<file path="config.mk">
export PLATFORM = sky130hd
export DESIGN_NAME = offset_gain_correction
export DESIGN_NICKNAME = d
export VERILOG_FILES = /design/src/hdl/offset_gain_correction.v
export VERILOG_INCLUDE_DIRS = /design/src /design/src/hdl
export SDC_FILE = /design/constraint.sdc
export NUM_CORES = 1
export LEC_CHECK = 0
export ABC_AREA = 1
export BUFFER_PORTS_ARGS = -buffer_cell sky130_fd_sc_hd__buf_2
export CORE_ASPECT_RATIO = 0.8
export CORE_MARGIN = 2
export CORE_UTILIZATION = 51
export CTS_CLUSTER_SIZE = 10
export DETAILED_ROUTE_END_ITERATION = 16
export GPL_TIMING_DRIVEN = 0
export PLACE_DENSITY = 0.67
export REMOVE_ABC_BUFFERS = 1
export SETUP_SLACK_MARGIN = 0.4
export SLEW_MARGIN = 20
export SYNTH_ARGS = -nofsm -noshare
export SYNTH_HDL_FRONTEND = slang
export SYNTH_SLANG_ARGS = --single-unit
</file>
<file path="constraint.sdc">
create_clock -name i_ref_clk -period 16.6 [get_ports i_ref_clk]
set_clock_uncertainty 0.15 [all_clocks]
set_input_delay 1.66 -clock i_ref_clk [delete_from_list [all_inputs] [get_ports i_ref_clk]]
set_output_delay 1.66 -clock i_ref_clk [all_outputs]
set_load 0.05 [all_outputs]
</file>
<file path="src/hdl/offset_gain_regs.vh">
// register map, field positions and reset values of the offset/gain correction block
`ifndef OFFSET_GAIN_REGS_VH
`define OFFSET_GAIN_REGS_VH
`define OFS_ADDR 12'h000
`define GAIN_A_ADDR 12'h004
`define GAIN_B_ADDR 12'h008
`define CTRL_ADDR 12'h00c
`define STAT_ADDR 12'h010
`define LAST_A_ADDR 12'h014
`define LAST_B_ADDR 12'h018
`define OFS_RST 12'h000
`define GAIN_RST 7'h00
`define OFS_SIGN_BIT 11
`define GAIN_SIGN_BIT 6
`define CTRL_BYPASS_BIT 0
`define STAT_CAL_BIT 0
`define STAT_AMP_BIT 1
`define STAT_CNT_LSB 8
`define GAIN_SHIFT 12
`endif

</file>
<file path="src/hdl/offset_gain_correction.v">
// offset and per-channel gain correction of dual 12-bit conversion results, with apb registers
//
// Contract
// - offset register is twelve bits wide
// - manual offset applies without calibration input
// - each channel has its own gain register
// - gain register: sign plus six-bit magnitude
// - result scaled by one plus/minus x/4096
// - sign zero subtracts x/4096 from one
// - sign one adds x/4096 to one
// - all-zero gain register gives unity multiplier
// - stored offset removed from every result while bypass is clear
// - offset kept when amplifier gain changes
`timescale 1ns/1ps
`default_nettype none
`include "offset_gain_regs.vh"

module offset_gain_correction #(
  parameter WIDTH = 12
) (
  // clock and reset
  input wire i_ref_clk,
  input wire i_rst,
  // apb slave
  input wire i_psel,
  input wire i_penable,
  input wire i_pwrite,
  input wire [11:0] i_paddr,
  input wire [31:0] i_pwdata,
  output reg [31:0] o_prdata,
  output reg o_pready,
  output reg o_pslverr,
  // raw conversion results
  input wire i_raw_valid,
  input wire [WIDTH-1:0] i_raw_a,
  input wire [WIDTH-1:0] i_raw_b,
  input wire i_cal_request,
  input wire [3:0] i_input_amplifier_gain,
  // corrected results
  output reg o_result_valid,
  output reg [WIDTH-1:0] o_result_line_a,
  output reg [WIDTH-1:0] o_result_line_b
);

  // ---------------------------------------------------------------
  // registers
  // ---------------------------------------------------------------
  reg [11:0] offset_correction_ff;
  reg [6:0] gain_correction_a_ff;
  reg [6:0] gain_correction_b_ff;
  reg bypass_ff;
  reg [3:0] amp_at_load_ff;
  reg amp_changed_ff;
  reg [15:0] conv_count_ff;
  reg [WIDTH-1:0] last_raw_a_ff;
  reg [WIDTH-1:0] last_raw_b_ff;
  reg cal_s1_ff;
  reg cal_s2_ff;
  reg cal_s3_ff;
  reg cal_level_ff;
  wire wr_en;
  wire rd_en;
  reg [31:0] nxt_prdata;
  reg nxt_pslverr;

  // ---------------------------------------------------------------
  // correction arithmetic
  // ---------------------------------------------------------------
  // offset removal then gain scaling, saturated
  function [WIDTH-1:0] correct;
    input [WIDTH-1:0] raw;
    input [11:0] ofs;
    input [6:0] gain;
    reg signed [15:0] sum;
    reg signed [31:0] prod;
    reg signed [31:0] scaled;
    begin
      // sign-magnitude offset subtracted from result
      if (ofs[`OFS_SIGN_BIT]) begin
        sum = $signed({4'h0, raw}) + $signed({5'h00, ofs[10:0]});
      end else begin
        sum = $signed({4'h0, raw}) - $signed({5'h00, ofs[10:0]});
      end
      // x/4096 correction term: plus on sign one, minus on sign zero
      // every operand kept signed so a negative sum floors, not wraps
      prod = sum * $signed({10'h000, gain[5:0]});
      if (gain[`GAIN_SIGN_BIT]) begin
        scaled = $signed({{16{sum[15]}}, sum}) + (prod >>> `GAIN_SHIFT);
      end else begin
        scaled = $signed({{16{sum[15]}}, sum}) - (prod >>> `GAIN_SHIFT);
      end
      // clamp to output range
      if (scaled < 0) begin
        correct = {WIDTH{1'b0}};
      end else if (scaled > $signed((32'h1 << WIDTH) - 1)) begin
        correct = {WIDTH{1'b1}};
      end else begin
        correct = scaled[WIDTH-1:0];
      end
    end
  endfunction

  // ---------------------------------------------------------------
  // apb decode
  // ---------------------------------------------------------------
  assign wr_en = i_psel & i_penable & i_pwrite & ~o_pready;
  assign rd_en = i_psel & i_penable & ~i_pwrite & ~o_pready;

  // read mux and unmapped address error
  always @* begin
    nxt_prdata = 32'h0000_0000;
    nxt_pslverr = 1'b0;
    case (i_paddr)
      `OFS_ADDR: nxt_prdata = {20'h00000, offset_correction_ff};
      `GAIN_A_ADDR: nxt_prdata = {25'h0000000, gain_correction_a_ff};
      `GAIN_B_ADDR: nxt_prdata = {25'h0000000, gain_correction_b_ff};
      `CTRL_ADDR: nxt_prdata = {31'h00000000, bypass_ff};
      `STAT_ADDR: nxt_prdata = {8'h00, conv_count_ff, 6'h00, amp_changed_ff, cal_level_ff};
      `LAST_A_ADDR: nxt_prdata = {{(32-WIDTH){1'b0}}, last_raw_a_ff};
      `LAST_B_ADDR: nxt_prdata = {{(32-WIDTH){1'b0}}, last_raw_b_ff};
      default: nxt_prdata[0] = 1'b0;
    endcase
    case (i_paddr)
      `OFS_ADDR, `GAIN_A_ADDR, `GAIN_B_ADDR, `CTRL_ADDR, `STAT_ADDR, `LAST_A_ADDR, `LAST_B_ADDR: nxt_pslverr = 1'b0;
      default: nxt_pslverr = 1'b1;
    endcase
  end

  // three-stage synchroniser, level taken when last two agree
  always @(posedge i_ref_clk or posedge i_rst) begin
    if (i_rst) begin
      cal_s1_ff <= 1'b0;
      cal_s2_ff <= 1'b0;
      cal_s3_ff <= 1'b0;
      cal_level_ff <= 1'b0;
    end else begin
      cal_s1_ff <= i_cal_request;
      cal_s2_ff <= cal_s1_ff;
      cal_s3_ff <= cal_s2_ff;
      if (cal_s2_ff == cal_s3_ff) begin
        cal_level_ff <= cal_s3_ff;
      end
    end
  end

  // bus answer, one wait state
  always @(posedge i_ref_clk or posedge i_rst) begin
    if (i_rst) begin
      o_prdata <= 32'h0000_0000;
      o_pready <= 1'b0;
      o_pslverr <= 1'b0;
    end else begin
      o_pready <= i_psel & i_penable & ~o_pready;
      o_pslverr <= i_psel & i_penable & ~o_pready & nxt_pslverr;
      if (rd_en) begin
        o_prdata <= nxt_prdata;
      end
    end
  end

  // ---------------------------------------------------------------
  // register writes
  // ---------------------------------------------------------------
  // manual loads take effect regardless of cal request
  always @(posedge i_ref_clk or posedge i_rst) begin
    if (i_rst) begin
      offset_correction_ff <= `OFS_RST;
      gain_correction_a_ff <= `GAIN_RST;
      gain_correction_b_ff <= `GAIN_RST;
      bypass_ff <= 1'b0;
      amp_at_load_ff <= 4'h0;
      amp_changed_ff <= 1'b0;
    end else begin
      if (wr_en && i_paddr == `OFS_ADDR) begin
        offset_correction_ff <= i_pwdata[11:0];
        amp_at_load_ff <= i_input_amplifier_gain;
      end
      if (wr_en && i_paddr == `GAIN_A_ADDR) begin
        gain_correction_a_ff <= i_pwdata[6:0];
      end
      if (wr_en && i_paddr == `GAIN_B_ADDR) begin
        gain_correction_b_ff <= i_pwdata[6:0];
      end
      if (wr_en && i_paddr == `CTRL_ADDR) begin
        bypass_ff <= i_pwdata[`CTRL_BYPASS_BIT];
      end
      // offset stays; only flag that amp gain moved since load
      if (wr_en && i_paddr == `OFS_ADDR) begin
        amp_changed_ff <= 1'b0;
      end else if (i_input_amplifier_gain != amp_at_load_ff) begin
        amp_changed_ff <= 1'b1;
      end
    end
  end

  // ---------------------------------------------------------------
  // result path
  // ---------------------------------------------------------------
  // one-cycle corrected result per raw pair
  always @(posedge i_ref_clk or posedge i_rst) begin
    if (i_rst) begin
      o_result_valid <= 1'b0;
      o_result_line_a <= {WIDTH{1'b0}};
      o_result_line_b <= {WIDTH{1'b0}};
      last_raw_a_ff <= {WIDTH{1'b0}};
      last_raw_b_ff <= {WIDTH{1'b0}};
      conv_count_ff <= 16'h0000;
    end else begin
      o_result_valid <= i_raw_valid;
      if (i_raw_valid) begin
        last_raw_a_ff <= i_raw_a;
        last_raw_b_ff <= i_raw_b;
        conv_count_ff <= conv_count_ff + 16'h0001;
        if (bypass_ff) begin
          o_result_line_a <= i_raw_a;
          o_result_line_b <= i_raw_b;
        end else begin
          o_result_line_a <= correct(i_raw_a, offset_correction_ff, gain_correction_a_ff);
          o_result_line_b <= correct(i_raw_b, offset_correction_ff, gain_correction_b_ff);
        end
      end
    end
  end

endmodule // offset_gain_correction
`default_nettype wire

</file>
==> results of run 1 <==
power by group:
group	internal, mW	switching, mW	leakage (nW)
Clock	0.231	0.164	0.298
Combinational	0.0481	0.124	8.04
Sequential	0.331	0.0159	1.56
Total	0.610	0.304	9.89
cell usage in the layout, fill, tap and decap left out, types with 11 or more instances in the layout:
cell type | synthesis | layout
o211ai_2 | 20 | 20
xor2_1 | 67 | 67
xnor2_1 | 16 | 16
nor3_1 | 32 | 32
nand3_2 | 11 | 11
nand3_1 | 54 | 54
inv_1 | 434 | 430
dfrtp_1 | 127 | 126
o22ai_1 | 16 | 16
nor2_1 | 246 | 246
a21oi_2 | 21 | 21
a21oi_1 | 145 | 145
ha_1 | 163 | 163
nand2_1 | 399 | 399
o21ai_0 | 116 | 116
o21bai_1 | 16 | 16
fa_1 | 128 | 128
buf_2 | 2 | 108
nand4_1 | 14 | 14
nand2_2 | 24 | 24
o31ai_1 | 12 | 12
clkbuf_16 | 0 | 17
area by class of cell:
type                       instances  area [um2]
sequential                       127        3180
clock buffer                      18         439
clock inverter                    14         171
timing repair buffer             110         576
fill                            3064       13700
tap                              420         526
inverter                         442        1670
multi-input combinational       1601       11400
per-stage QoR:
stage / setup WS, ps / power [mW] / utilization / std cells / hold slack [ps]
after floorplan: 6690 / 0.463 / - / 2170 / 181
after global placement: 4270 / 0.518 / 0.546 / 2699 / 206
after detailed placement: 4280 / 0.521 / 0.547 / 2700 / 192
after CTS: 4690 / 0.914 / 0.567 / 2732 / 210
after global routing: 3600 / 0.950 / 0.567 / 2732 / 226
final: 4460 / 0.914 / 0.567 / 2732 / 213
path summary, 6_finish.rpt:
check                                           end  slack (ps)  cells past startpoint
worst max register to register  o_result_line_b[11]        5260                     47
min in group asynchronous              o_prdata[21]        1050                      2
worst min register to register            cal_s2_ff         210                      0
max in group asynchronous                 bypass_ff       14480                      3
worst max-delay path            o_result_line_b[11]        4460                     49
worst min-delay path                      cal_s2_ff         210                      0
metal layers:
layer,part of all wire,vias up,global-route usage
li1,-,7195,-
met1,0.49,6995,0.441
met2,0.41,551,0.411
met3,0.088,40,0.0531
met4,0.011,0,0.0448
met5,0,-,0
flip-flops by register name, summed over array words and instances, names as in the netlist, 4 cells and up:
signal	count
o_result_line_a	12
amp_at_load_ff	4
last_raw_b_ff	12
last_raw_a_ff	12
gain_correction_b_ff	7
gain_correction_a_ff	7
o_result_line_b	12
o_prdata	24
offset_correction_ff	12
conv_count_ff	16
cell families (layout without fill, tap and decap cells):
| group | after synthesis | in the layout | share of synthesized area |
|---|---|---|---|
| xor+xnor | 83 | 83 | 0.0441 |
| other cells | 1 | 8 | 0.000228 |
| flops | 127 | 127 | 0.193 |
| buf+inv | 500 | 584 | 0.119 |
| compound gates | 406 | 406 | 0.153 |
| simple gates | 809 | 809 | 0.209 |
| mux | 3 | 3 | 0.00190 |
| fa+ha+maj | 292 | 292 | 0.280 |
critical path: cells and delay by family:
| kind | cells | cell delay [ps] |
|---|---|---|
| AOI/OAI and AO/OA | 10 | 2770 |
| xor gates and xnor gates | 2 | 370 |
| adders and majority gates | 8 | 3280 |
| buffers and inverters | 8 | 990 |
| and+or+nand+nor | 21 | 3170 |
==> results.sh, run 1 <==
export IMPL_period_minus_slack_ps=12140
export IMPL_synthArstFlopShare=1.00
export IMPL_ant_nets=0
export IMPL_synth_edff_count=0
export IMPL_power_leakage_nw=9.89
export IMPL_die_w_um=205
export IMPL_crit_required_ps=16740
export IMPL_yosys_most_used_dff="dfrtp_1"
export IMPL_drv_slew=0
export IMPL_dp_hpwl_um=38000
export IMPL_die_area_um2=33800
export IMPL_synth_common_cells="434 x inv_1, 399 x nand2_1, 246 x nor2_1"
export IMPL_cpPeakStageDelay_ps=630
export IMPL_gp_congestion=0.970
export IMPL_io_pins=138
export IMPL_synth_area_leader_cell="dfrtp_1"
export IMPL_status="complete, no violations"
export IMPL_power_density_nw_per_um2=50.9
export IMPL_initial_core_util=0.521
export IMPL_drc_errors=0
export IMPL_cap_violations=0
export IMPL_overflow=0
export IMPL_dieHeight_um=165
export IMPL_antenna_found_initial=0
export IMPL_synth_warnings=0
export IMPL_num_vias=14781
export IMPL_r2r_start="offset_correction_ff[0]"
export IMPL_hold_start="cal_s1_ff"
export IMPL_syn_inst=2221
export IMPL_cts_root_buf="clkbuf_16"
export IMPL_startpoint="i_raw_b[0]"
export IMPL_ys_ff_latch=127
export IMPL_cp_arrival_ps=12280
export IMPL_synth_seq_area_share=0.193
export IMPL_post_synth_top_count_cell="inv_1"
export IMPL_cts_buffer_depth=2
export IMPL_detail_route_wl_per_cell_um=17.0
export IMPL_grt_max_degree=91
export IMPL_track_usage=0.283
export IMPL_holdCritPathClass="reg2reg"
export IMPL_post_cts_buffers=0
export IMPL_cts_hold_buffers=0
export IMPL_diodes=0
export IMPL_h_tree_depth=4
export IMPL_core_um2=31600
export IMPL_setup_viol=0
export IMPL_clock_sinks=127
export IMPL_firstDrtPassIters=6
export IMPL_cts_buffers=17
export IMPL_end_kind="register"
export IMPL_insertion_delay_ps=440
export IMPL_drive_gt1_frac=0.107
export IMPL_startpoint_type="input pin"
export IMPL_ir_drop_uv=78.1
export IMPL_finalHoldViolCount=0
export IMPL_viasPerCell=5.41
export IMPL_cts_resized=0
export IMPL_critPathSlowestCell="a31oi_1"
export IMPL_post_dp_cell_area_um2=17300
export IMPL_crit_fanout=12
export IMPL_cp_common_cell="nand2_1"
export IMPL_clk_pin_slew_worst_paths_ps=60
export IMPL_grt_pass1_vias=13969
export IMPL_placement_io_buffers=109
export IMPL_worstSetupPathType="in2reg"
export IMPL_fin_tns_setup_ps=0
export IMPL_fin_crit_sh=0.731
export IMPL_synth_area_um2=16500
export IMPL_area_growth_pct=8.85
export IMPL_syn_avg_cell_area_um2=7.42
export IMPL_core_rowCount=58
export IMPL_relSlewSlack=0.274
export IMPL_rsz0062_at_grt="no"
export IMPL_grt_pass1_wl_um=74600
export IMPL_synthTopCellsByArea="dfrtp_1 19%, fa_1 16%, ha_1 12%"
export IMPL_fin_area_um2=17900
export IMPL_wirelength_um=46500
export IMPL_worst_slew_pin_slew_ps=1090
export IMPL_nets=2669
export IMPL_max_freq_mhz=82.4
export IMPL_yosysUniqueCellTypes=64
export IMPL_yosysTopAreaCellShare=0.193
export IMPL_cts_tree="built"
export IMPL_drt_iter0_markers=1267
Power figures use the tool's default switching activity.
==> inputs of run 2 (changes only) <==
clock period = 11.59 ns   (was 16.6 ns; I/O delays follow)
==> run 2 against run 1 <==
Final cell count up 0.15%. Design area up 0.47%. Clock power up 43%. Highest routed layer unchanged. Critical endpoint unchanged. Worst setup slack worse by 3300 ps. Combinational power up 44%.
==> results.sh, run 2 (synthesized netlist as in run 1, its figures left out) <==
export IMPL_status="complete, no violations"
export IMPL_firstDrtPassIters=6
export IMPL_power_frac_seq=0.379
export IMPL_holdCritPathClass="reg2reg"
export IMPL_sw_frac_of_total=0.332
export IMPL_detail_route_wl_per_cell_um=17.0
export IMPL_cpPeakStageDelay_ps=550
export IMPL_viasPerCell=5.39
export IMPL_multi_input_area_um2=11400
export IMPL_pwr_share_comb=0.189
export IMPL_num_vias=14745
export IMPL_area_growth_pct=9.36
export IMPL_wirelength_um=46600
export IMPL_drv_slew=0
export IMPL_track_usage=0.283
export IMPL_die_w_um=205
export IMPL_ant_nets=0
export IMPL_cts_root_buf="clkbuf_16"
export IMPL_dp_hpwl_um=38000
export IMPL_largest_reg_flops=24
export IMPL_grt_max_degree=91
export IMPL_worstSetupPathType="in2reg"
export IMPL_placement_io_buffers=109
export IMPL_top_regs="o_prdata (24), conv_count_ff (16)"
export IMPL_grt_pass1_wl_um=74700
export IMPL_startpoint_type="input pin"
export IMPL_drc_errors=0
export IMPL_antenna_found_initial=0
export IMPL_io_pins=138
export IMPL_fin_crit_sh=0.898
export IMPL_drt_iter0_markers=1260
export IMPL_cts_buffers=17
export IMPL_crit_fanout=12
export IMPL_critPathSlowestCell="fa_1"
export IMPL_cp_arrival_ps=10600
export IMPL_clk_pin_slew_worst_paths_ps=70
export IMPL_core_um2=31600
export IMPL_clock_sinks=127
export IMPL_period_minus_slack_ps=10400
export IMPL_setup_viol=0
export IMPL_nets=2673
export IMPL_startpoint="i_raw_b[0]"
export IMPL_diodes=0
export IMPL_final_cell_mix="429 x inv_1, 397 x nand2_1, 246 x nor2_1"
export IMPL_drive_gt1_frac=0.112
export IMPL_cap_violations=0
export IMPL_dieHeight_um=165
export IMPL_power_leakage_nw=9.91
export IMPL_intPower_uw=875
export IMPL_grt_pass1_vias=13973
export IMPL_initial_core_util=0.521
export IMPL_finalHoldViolCount=0
export IMPL_power_mw=1.31
export IMPL_rsz0062_at_grt="no"
export IMPL_top_register="o_prdata"
export IMPL_h_tree_depth=4
export IMPL_end_kind="register"
export IMPL_r2r_start="offset_correction_ff[1]"
export IMPL_core_rowCount=58
export IMPL_hold_start="cal_s1_ff"
export IMPL_insertion_delay_ps=430
export IMPL_hold_ws_ps=214
export IMPL_overflow=0
export IMPL_nFillCells=3051
export IMPL_cts_tree="built"
export IMPL_cts_buffer_depth=2
export IMPL_die_area_um2=33800
export IMPL_seq_area_um2=3180
export IMPL_ir_drop_uv=112
export IMPL_crit_required_ps=11790
export IMPL_p_switching_uw=436
export IMPL_power_density_nw_per_um2=72.7
export IMPL_relSlewSlack=0.258
export IMPL_gp_congestion=0.970
export IMPL_max_freq_mhz=96.1
export IMPL_clockPowerShare=0.432
export IMPL_worst_slew_pin_slew_ps=1110
export IMPL_final_common_cell="inv_1"
==> run 2: final cells by class <==
class                   count  share of cell area
inverters                 442              0.0930
clock buffers              18              0.0244
repair buffers            114              0.0336
well taps                 420              0.0292
multi-input cells        1601               0.634
clock inverters            14             0.00951
flip-flops and latches    127               0.176
==> run 2: path summary, 6_finish.rpt <==
check                      slack, ps  depth (start not counted)                   to
max in group asynchronous       9980                          3       amp_changed_ff
hold / removal                   210                          0            cal_s2_ff
setup reg to reg                1310                         45   o_result_line_b[8]
setup / recovery                1190                         42  o_result_line_b[11]
min in group asynchronous        550                          2    conv_count_ff[15]
hold reg to reg                  210                          0            cal_s2_ff
==> run 2: repair_timing <==
action | 4_1_cts | 5_1_grt
setup endpoints to repair | 6 | 24
hold buffers | 0 | 0
gates cloned | 0 | 0
buffers inserted | 1 | 3
gates resized for setup | 0 | 9
==> run 2: through the flow <==
stage	worst slack [ps]	TNS [ps]	instance area [um2]	util	instances
detailed placement	-227	-357	17300	0.547	2700
global placement	-240	-528	17300	0.546	2699
finish	1190	0	18000	0.569	2736
CTS	601	0	17900	0.567	2733
global route	413	0	18000	0.569	2736
floorplan	2180	0	16200	-	2170
==> run 2: power by group through the flow <==
stage / Combinational, mW / Clock (mW) / Sequential [mW]
2_1_floorplan: 0.131 / 0 / 0.532
3_3_place_gp: 0.238 / 0 / 0.503
3_5_place_dp: 0.243 / 0 / 0.503
4_1_cts: 0.245 / 0.569 / 0.496
5_1_grt: 0.273 / 0.590 / 0.499
6_report: 0.248 / 0.566 / 0.496
==> run 2: layer usage <==
| metal | part of all wire | up-vias | track usage |
|---|---|---|---|
| li1 | - | 7199 | - |
| met1 | 0.50 | 6967 | 0.441 |
| met2 | 0.41 | 539 | 0.412 |
| met3 | 0.086 | 40 | 0.0531 |
| met4 | 0.010 | 0 | 0.0438 |
| met5 | 0 | - | 0 |
==> run 2: critical path, delay by kind of cell <==
family	cells	cell delay, ps
AO/OA/AOI/OAI	14	3090
XOR/XNOR	1	240
adder cells (fa/ha/maj)	8	3250
buffers and inverters	7	740
AND/OR/NAND/NOR	12	2130
